--- src/include/sopc_pkg.sv ---
/*
 Shared constants for the safety output pin control block: timing
 counts at the 50 MHz safety logic clock, field layouts and modes.
 Assumes a single clock and no register bus of its own.
*/
package sopc_pkg;
	localparam int CLK_MHZ = 50;
	// timings in their printed units
	localparam int T8S_NOM_MS = 8000;
	localparam int TLG_MIN_US = 9000;
	localparam int TLG_MAX_US = 11000;
	localparam int TST_MIN_US = 900;
	localparam int TST_MAX_US = 1100;
	localparam int TRELEASE_MS = 8;
	localparam int TSC_MIN_US = 500;
	localparam int TSC_MAX_US = 800;
	localparam int TFB_MIN_NS = 8000;
	localparam int TFB_MAX_NS = 15000;
	// cycle counts derived from the timings
	localparam int T8S_CYC = T8S_NOM_MS * 1000 * CLK_MHZ;
	localparam int TLG_CYC = (TLG_MIN_US + TLG_MAX_US) / 2 * CLK_MHZ;
	localparam int TST_CYC = (TST_MIN_US + TST_MAX_US) / 2 * CLK_MHZ;
	localparam int TREL_CYC = TRELEASE_MS * 1000 * CLK_MHZ;
	localparam int TSC_CYC = (TSC_MIN_US + TSC_MAX_US) / 2 * CLK_MHZ;
	localparam int TFB_CYC = (TFB_MIN_NS * CLK_MHZ + 999) / 1000;
	// rail select bit positions
	localparam int RAIL_CORE = 0;
	localparam int RAIL_IO = 1;
	localparam int RAIL_EXT = 2;
	localparam int NRAIL = 3;
	// key field
	localparam int KEY_W = 16;
	// error-counter impact encodings
	localparam logic [1:0] IMPACT_NONE = 2'h0;
	localparam logic [1:0] IMPACT_SAFE = 2'h1;
	typedef enum logic [1:0] {
		SOPC_OFF,
		SOPC_RESET,
		SOPC_PULSE,
		SOPC_RUN
	} sopc_state_t;
endpackage

--- src/hw/sopc_pin_filter.sv ---
/*
 Open-drain pin readback filter: reports a mismatch between driven-low
 and read-back-high only once it has stood for the filter count.
 Assumes the read-back level is synchronous to clock.
*/
`timescale 1ns/1ns
module sopc_pin_filter #(
	parameter int COUNT = 400
) (
	input wire logic clock,
	input wire logic rst_n,
	input wire logic drivenLow,
	input wire logic pinIn,
	output logic shorted
);
	localparam int CW = $clog2(COUNT + 1);
	logic [CW-1:0] count;
	wire mismatch = drivenLow & pinIn;
	wire done = (count == CW'(COUNT));

	always_ff @(posedge clock) begin
		if (!rst_n || !mismatch) begin
			count <= '0;
		end else if (!done) begin
			count <= count + CW'(1);
		end
	end

	always_ff @(posedge clock) begin
		if (!rst_n) begin
			shorted <= 1'b0;
		end else begin
			shorted <= done;
		end
	end
endmodule // sopc_pin_filter

--- src/hw/sopc_safety_outputs.sv ---
/*
 Safety output pin control: power-good, reset and safe-state
 open-drain outputs with priority, reset pulse timing, long stuck-low
 timeout, short-to-high detection and safe-state release gating.
 Assumes monitors, watchdog, error counter and self-tests live outside
 and present synchronous levels and one-cycle pulses.
*/
// Functional notes
// RULE1 - power good low forces reset and safe low
// RULE2 - reset low forces safe-state low
// RULE3 - safe-state alone never forces the others
// RULE4 - reset released after power good and selftest
// RULE5 - power good low on assigned rail faults
// RULE6 - rails for power good chosen by OTP
// RULE7 - standby and power-down drive all outputs low
// RULE8 - logic failure leaves all outputs asserted; the code drives power good, reset and safe-state all low
// RULE9 - init config picks reset faults, reset forces safe
// RULE10 - init config picks safe-state faults
// RULE11 - reset low past eight seconds enters deep failsafe
// RULE12 - reset pulse long or short per select
// RULE13 - reset released about 8 ms after power-up
// RULE14 - pin high while driven low is filtered short
// RULE15 - safe release needs all selftests passed
// RULE16 - safe release needs error counter zero
// RULE17 - release key is inverted reversed seed bits
// RULE18 - intermediate count forces safe or reset pulse
// RULE19 - failed selftest holds safe-state forever
// RULE20 - pin readback only after feedback filter
// RULE21 - wrong key leaves outputs unchanged
`timescale 1ns/1ns
module sopc_safety_outputs #(
	parameter int T8S_COUNT = sopc_pkg::T8S_CYC,
	parameter int TLG_COUNT = sopc_pkg::TLG_CYC,
	parameter int TST_COUNT = sopc_pkg::TST_CYC,
	parameter int TREL_COUNT = sopc_pkg::TREL_CYC,
	parameter int TSC_COUNT = sopc_pkg::TSC_CYC,
	parameter int ECW = 4
) (
	input wire logic clock,
	input wire logic rst_n,
	input wire logic lowPowerMode,
	input wire logic logicFail,
	input wire logic [sopc_pkg::NRAIL-1:0] railUnder,
	input wire logic [sopc_pkg::NRAIL-1:0] railOver,
	input wire logic [sopc_pkg::NRAIL-1:0] otpRailSel,
	input wire logic [3:0] faultEvent,
	input wire logic [3:0] cfgResetImpact,
	input wire logic [3:0] cfgSafeImpact,
	input wire logic initPhase,
	input wire logic reset_pulse_length_sel,
	input wire logic resetPulseReq,
	input wire logic safeReq,
	input wire logic [ECW-1:0] errCount,
	input wire logic errIntermediate,
	input wire logic [1:0] errImpact,
	input wire logic selftestFirstDone,
	input wire logic logic_selftest,
	input wire logic analog_selftest_first,
	input wire logic analog_selftest_second,
	input wire logic [sopc_pkg::KEY_W-1:0] watchdog_seed_value,
	input wire logic keyWrite,
	input wire logic [sopc_pkg::KEY_W-1:0] safe_output_release_key,
	input wire logic powerGoodIn,
	input wire logic resetIn,
	input wire logic safeIn,
	output logic powerGoodOe,
	output logic resetOe,
	output logic safeOe,
	output logic power_good_out,
	output logic reset_out_n,
	output logic safe_state_out_n,
	output logic resetShortHigh,
	output logic safeShortHigh,
	output logic deep_failsafe_mode,
	output logic keyMismatch
);
	localparam int TW = $clog2(T8S_COUNT + 1);
	localparam int PW = $clog2(TLG_COUNT + TREL_COUNT + 1);
	localparam int FBW = $clog2(sopc_pkg::TFB_CYC + 1);

	sopc_pkg::sopc_state_t state, next_state;
	logic [PW-1:0] pulseCnt;
	logic [TW-1:0] lowCnt;
	logic [FBW-1:0] fbCnt;
	logic safeLatched;
	logic bistLock;
	logic prevInter;

	// which outputs are driven low, deciding in order of priority
	wire railFault = |((railUnder | railOver) & otpRailSel); // [RULE5] [RULE6]
	wire forceAll = lowPowerMode | logicFail; // [RULE7] [RULE8]
	wire pgLow = railFault | forceAll;
	wire resetFault = |(faultEvent & cfgResetImpact); // [RULE9]
	wire safeFault = |(faultEvent & cfgSafeImpact); // [RULE10]
	wire interEdge = errIntermediate & ~prevInter;
	wire interSafe = interEdge && errImpact != sopc_pkg::IMPACT_NONE;
	wire interReset = interEdge && errImpact[1]; // [RULE18]
	wire bistPass = logic_selftest & analog_selftest_first
		& analog_selftest_second;
	// expected key: bit i of key equals NOT seed bit (15-i)
	wire [sopc_pkg::KEY_W-1:0] expKey;
	for (genvar i = 0; i < sopc_pkg::KEY_W; i++) begin : g_key
		assign expKey[i] = ~watchdog_seed_value[sopc_pkg::KEY_W-1-i]; // [RULE17]
	end
	wire keyOk = keyWrite && safe_output_release_key == expKey;
	wire releaseOk = keyOk && bistPass && errCount == '0 && !bistLock; // [RULE15] [RULE16]
	wire rstLow = pgLow || state != sopc_pkg::SOPC_RUN; // [RULE1]
	wire safeLow = rstLow || safeLatched || forceAll; // [RULE2] [RULE9]
	wire startPulse = resetFault | resetPulseReq | interReset;
	wire [PW-1:0] pulseLen = reset_pulse_length_sel ?
		PW'(TLG_COUNT) : PW'(TST_COUNT); // [RULE12]
	wire feedbackReady = (fbCnt == FBW'(sopc_pkg::TFB_CYC));

	always_comb begin
		next_state = state;
		unique case (state)
			sopc_pkg::SOPC_OFF: begin
				if (!pgLow) next_state = sopc_pkg::SOPC_RESET;
			end
			sopc_pkg::SOPC_RESET: begin
				// power-up release waits for pg, selftest and the timer
				if (pgLow) next_state = sopc_pkg::SOPC_OFF;
				else if (selftestFirstDone && pulseCnt == PW'(TREL_COUNT))
					next_state = sopc_pkg::SOPC_RUN; // [RULE4] [RULE13]
			end
			sopc_pkg::SOPC_PULSE: begin
				if (pgLow) next_state = sopc_pkg::SOPC_OFF;
				else if (pulseCnt == pulseLen) next_state = sopc_pkg::SOPC_RUN;
			end
			sopc_pkg::SOPC_RUN: begin
				if (pgLow) next_state = sopc_pkg::SOPC_OFF;
				else if (startPulse) next_state = sopc_pkg::SOPC_PULSE;
			end
		endcase
	end

	always_ff @(posedge clock) begin
		if (!rst_n) begin
			state <= sopc_pkg::SOPC_OFF;
		end else begin
			state <= next_state;
		end
	end

	always_ff @(posedge clock) begin
		if (!rst_n || next_state != state) begin
			pulseCnt <= '0;
		end else if (pulseCnt != '1) begin
			pulseCnt <= pulseCnt + PW'(1);
		end
	end

	// stuck-low timer counts only while reset is driven low
	always_ff @(posedge clock) begin
		if (!rst_n || !rstLow) begin
			lowCnt <= '0;
		end else if (lowCnt != TW'(T8S_COUNT)) begin
			lowCnt <= lowCnt + TW'(1);
		end
	end

	always_ff @(posedge clock) begin
		if (!rst_n) begin
			deep_failsafe_mode <= 1'b0;
		end else if (lowCnt == TW'(T8S_COUNT)) begin
			deep_failsafe_mode <= 1'b1; // [RULE11]
		end
	end

	// set beats release; a wrong key does nothing
	always_ff @(posedge clock) begin
		if (!rst_n) begin
			safeLatched <= 1'b1;
		end else if (safeFault || safeReq || interSafe || resetShortHigh
			|| !bistPass) begin
			safeLatched <= 1'b1; // [RULE10]
		end else if (releaseOk) begin
			safeLatched <= 1'b0; // [RULE21]
		end
	end

	// a failed selftest latches and blocks release until reset
	always_ff @(posedge clock) begin
		if (!rst_n) begin
			bistLock <= 1'b0;
		end else if (selftestFirstDone && !initPhase && !bistPass) begin
			bistLock <= 1'b1; // [RULE19]
		end
	end

	always_ff @(posedge clock) begin
		if (!rst_n) begin
			prevInter <= 1'b0;
			keyMismatch <= 1'b0;
		end else begin
			prevInter <= errIntermediate;
			keyMismatch <= keyWrite & ~keyOk;
		end
	end

	// readback waits out the feedback filter after any reset or safe-state drive change
	always_ff @(posedge clock) begin
		if (!rst_n || rstLow != ~reset_out_n || safeLow != ~safe_state_out_n) begin
			fbCnt <= '0;
		end else if (!feedbackReady) begin
			fbCnt <= fbCnt + FBW'(1); // [RULE20]
		end
	end

	always_ff @(posedge clock) begin
		if (!rst_n) begin
			power_good_out <= 1'b0;
			reset_out_n <= 1'b0;
			safe_state_out_n <= 1'b0;
		end else begin
			power_good_out <= ~pgLow;
			reset_out_n <= ~rstLow;
			safe_state_out_n <= ~safeLow; // [RULE3]
		end
	end

	// oe low means the pin is pulled down
	assign powerGoodOe = power_good_out;
	assign resetOe = reset_out_n;
	assign safeOe = safe_state_out_n;

	sopc_pin_filter #(.COUNT(TSC_COUNT)) uResetShort (
		.clock(clock),
		.rst_n(rst_n),
		.drivenLow(~reset_out_n & feedbackReady),
		.pinIn(resetIn),
		.shorted(resetShortHigh) // [RULE14]
	);

	sopc_pin_filter #(.COUNT(TSC_COUNT)) uSafeShort (
		.clock(clock),
		.rst_n(rst_n),
		.drivenLow(~safe_state_out_n & feedbackReady),
		.pinIn(safeIn),
		.shorted(safeShortHigh) // [RULE14]
	);

	wire unusedPg = powerGoodIn;
endmodule // sopc_safety_outputs

--- config.mk ---
export PLATFORM = sky130hd
export DESIGN_NAME = sopc_safety_outputs
export DESIGN_NICKNAME = d
export VERILOG_FILES = /design/src/include/sopc_pkg.sv /design/src/hw/sopc_pin_filter.sv /design/src/hw/sopc_safety_outputs.sv
export SDC_FILE = /design/constraint.sdc
export NUM_CORES = 1
export LEC_CHECK = 0
export BUFFER_PORTS_ARGS = -buffer_cell sky130_fd_sc_hd__buf_4
export CAP_MARGIN = 20
export CORE_MARGIN = 2
export CORE_UTILIZATION = 47
export CTS_BUF_LIST = sky130_fd_sc_hd__clkbuf_4
export CTS_CLUSTER_DIAMETER = 60
export DETAILED_ROUTE_END_ITERATION = 12
export PLACE_DENSITY = 0.69
export SYNTH_ARGS = -nofsm -noshare
export SYNTH_HDL_FRONTEND = slang
export SYNTH_SLANG_ARGS = --single-unit
--- constraint.sdc ---
create_clock -name clock -period 2.8 [get_ports clock]
set_input_delay 0 -clock clock [delete_from_list [all_inputs] [get_ports clock]]
set_output_delay 0 -clock clock [all_outputs]
set_load 0.1 [all_outputs]
==> results.yml <==
yosys:
  synthCells: 596
  yosysSeqAreaShare_pct: 39.85
  synth_edf_count: 0
  synth_flop_cell: "dfxtp_1"
  synth_warnings: 0
  netlist_area_um2: 5024
  ys_ff_latch: 100
  synth_nets: 682
  syn_area_per_cell_um2: 8.429
  synth_cell_type_count: 57
  synthArstFlopShare_pct: 0
cts:
  clock_latency_ns: 0.45
  cts.clk_slew.worst_paths_ns: 0.14
  ctsHoldBuffers: 14
  ctsResizeCount: 0
  cts_tree: "built"
  cts_buffers: 9
  clockBufferDepth: 2
  htreeDepth: 3
  cts_num_sinks: 100
  post_cts.repair.setup_buffers: 0
  cts_root_buffer: "clkbuf_4"
critical_path:
  critical_path.max_fanout: 1
  reg2reg_slack_ns: 0.53
  r2r_end: "pulseCnt[2]"
  crit_path_start: "errCount[2]"
  startpoint_type: "input port"
  cp_data_arrival_time_ns: 2.84
  worstSetupEndpointType: "register"
  r2r_cells: 7
  endpoint: "safeLatched"
  critPathRequiredTime_ns: 3.15
  crit_type: "input port to register"
  r2r_start: "pulseCnt[0]"
outcome:
  status: "finished clean"
finish:
  diodes: 0
  drive_above_1_share_pct: 16.62
  seq_area_um2: 2002
  fin_nets: 773
  multiInputGateArea_um2: 2840
  area_growth_syn_to_layout_pct: 19.40
  nFillCells: 960
die:
  rows: 37
  die_w_um: 107.4
  top_level_ports: 86
  die_h_um: 107.4
  start_util_pct: 48.44
  core_area_um2: 10370
  die-area_um2: 11530
grt:
  grt_max_degree: 30
  grt_pass1_vias: 4313
  grt_pass1_wl_mm: 18.85
  grt_overflow_total: 0
  groute.usage.overall_pct: 20.06
  antenna_found_initial: 0
worst_hold_path:
  hold_path_class: "input port to register"
  holdPathStages: 5
routing:
  vias_per_cell: 5.450
  wl_mm: 11.31
  route.detailed.drc: 0
  wl_met2_mm: 5.426
  drtPass1Iterations: 5
  met3_length_um: 483
  top_layer_used: "met4"
  ant_nets: 0
  post_drt_wl_per_cell_um: 13.66
  wl_met1_mm: 5.238
  num_vias: 4513
  drtIter0Drc: 339
timing:
  tightestPinTransition_ns: 0.6776
  fin_skew_ns: 0.01420
  slew_headroom_pct: 54.48
  hold_slack_ns: 0.06828
  setup_viol_count_final: 0
  clock.fmax_mhz: 402.1
  period_minus_slack_ns: 2.487
  hold_viol: 0
  drv_slew: 0
  layout_worst_path_cycle_share_pct: 88.82
  rsz0062_at_grt: "no"
  tns_ns: 0
run:
  cap_violations: 0
place:
  hpwl_mm: 8.208
  place.gp.congestion: 0.8928
  portBuffers: 84
power_and_ir_drop:
  p_leak_uw: 0.002039
  peakVddDrop_v: 0.0002272
  power.density_nw_per_um2: 387.8
flip-flops by register name, indices dropped and copies added (netlist names):
signal and flops:
fbCnt 9, keyMismatch 1, deep_failsafe_mode 1, pulseCnt 20
bistLock 1, lowCnt 29, resetOe 1, powerGoodOe 1
state 2, uResetShort.count 15, uSafeShort.count 15, safeOe 1
prevInter 1, uSafeShort.shorted 1, uResetShort.shorted 1, safeLatched 1
cells in the mapped netlist (6+ instances only):
master | n | share of area, %
nor4_1 | 17 | 2.1
and4_1 | 6 | 1.0
dfxtp_1 | 100 | 40
and3_1 | 12 | 1.5
nand2_1 | 39 | 2.9
a21oi_1 | 16 | 1.6
xor2_1 | 18 | 3.1
inv_1 | 23 | 1.7
nor3_1 | 28 | 2.8
o21ai_0 | 13 | 1.3
mux2i_1 | 7 | 1.4
ha_1 | 10 | 2.5
xnor2_1 | 63 | 11
nand3_1 | 33 | 3.3
clkbuf_1 | 15 | 1.1
nand4_1 | 21 | 2.6
nor2_1 | 93 | 6.9
or3_1 | 12 | 1.5
worst min-delay path by stage:
| stage | from | end | slack, ns |
|---|---|---|---|
| 2_1_floorplan | errIntermediate | prevInter | 0.12 |
| 3_3_place_gp | errIntermediate | prevInter | 0.22 |
| 3_5_place_dp | errIntermediate | prevInter | 0.23 |
| 4_1_cts | reset_pulse_length_sel | state[0] | 0.03 |
| 5_1_grt | reset_pulse_length_sel | state[0] | 0.08 |
| 6_report | reset_pulse_length_sel | state[0] | 0.07 |
layout by cell type (no fill, tap or decap), types with 2 or more instances in the layout:
cell type / count
o21ai_0: 12
nand3_1: 33
nand2b_1: 5
a41o_1: 2
nor4_1: 17
buf_4: 87
and3_1: 12
a211oi_1: 5
mux2i_1: 7
nand4b_1: 3
ha_1: 10
and2_1: 4
nand3b_1: 4
clkbuf_4: 10
nor2_2: 2
xnor2_1: 63
nor3_1: 28
nor2_1: 93
nand4_1: 21
clkinv_2: 3
nand2_1: 39
a21oi_1: 16
clkinv_1: 2
or3b_2: 3
xor2_1: 18
or3_1: 12
dfxtp_1: 100
dlygate4sd3_1: 14
a311oi_1: 2
inv_1: 23
nand4bb_1: 2
nor2b_1: 4
and4_1: 6
a31oi_1: 5
layer usage:
metal  vias up  global-route usage, %
met3        15                  4.237
met4         0                  6.044
li1       2264                      -
met1      2133                  25.53
met5         -                      0
met2       101                  34.13
cell families (layout without fill, tap and decap cells):
logic type	after synthesis	after routing	synth area share, %
buffers and inverters	44	140	3.686
AND/OR/NAND/NOR	298	298	30.88
adder cells (fa/ha/maj)	10	10	2.491
multiplexers	7	7	1.395
AO/OA/AOI/OAI	56	56	7.572
XOR/XNOR	81	81	14.12
flip-flops	100	100	39.85
power breakdown:
| part | internal [uW] | total, uW | leakage (uW) | switching (uW) |
|---|---|---|---|---|
| clock | 185 | 652 | 0.0000650 | 467 |
| sequential | 1440 | 1450 | 0.000808 | 16.9 |
| combinational | 124 | 219 | 0.00117 | 94.5 |
per-stage QoR:
step | setup slack, ns | area [um2] | instances | util [%] | power (uW)
detailed placement | 0.5522 | 5752 | 798 | 55.47 | 1693
global placement | 0.5873 | 5752 | 798 | 55.47 | 1685
finish | 0.3131 | 5998 | 828 | 57.84 | 2326
floorplan | 0.7924 | 5024 | 596 | - | 1578
CTS | 0.3795 | 5998 | 828 | 57.84 | 2365
global route | 0.2696 | 5998 | 828 | 57.84 | 2429
cell type report:
type,count,area share (%)
multi-input cells,452,47.35
flip-flops and latches,100,33.38
repair buffers,101,13.22
well taps,136,2.837
inverters,23,1.439
clock buffers,10,1.252
clock inverters,6,0.5215
critical path: stages:
cell and delay, ns:
dlygate4sd3_1 0.54, buf_4 0.13, nor4_1 0.18, dlygate4sd3_1 0.60
nand3b_1 0.07, o21ai_0 0.15, dlygate4sd3_1 0.58, nand2_1 0.05
dlygate4sd3_1 0.54
Note: power is estimated with default switching activity, not from simulation.
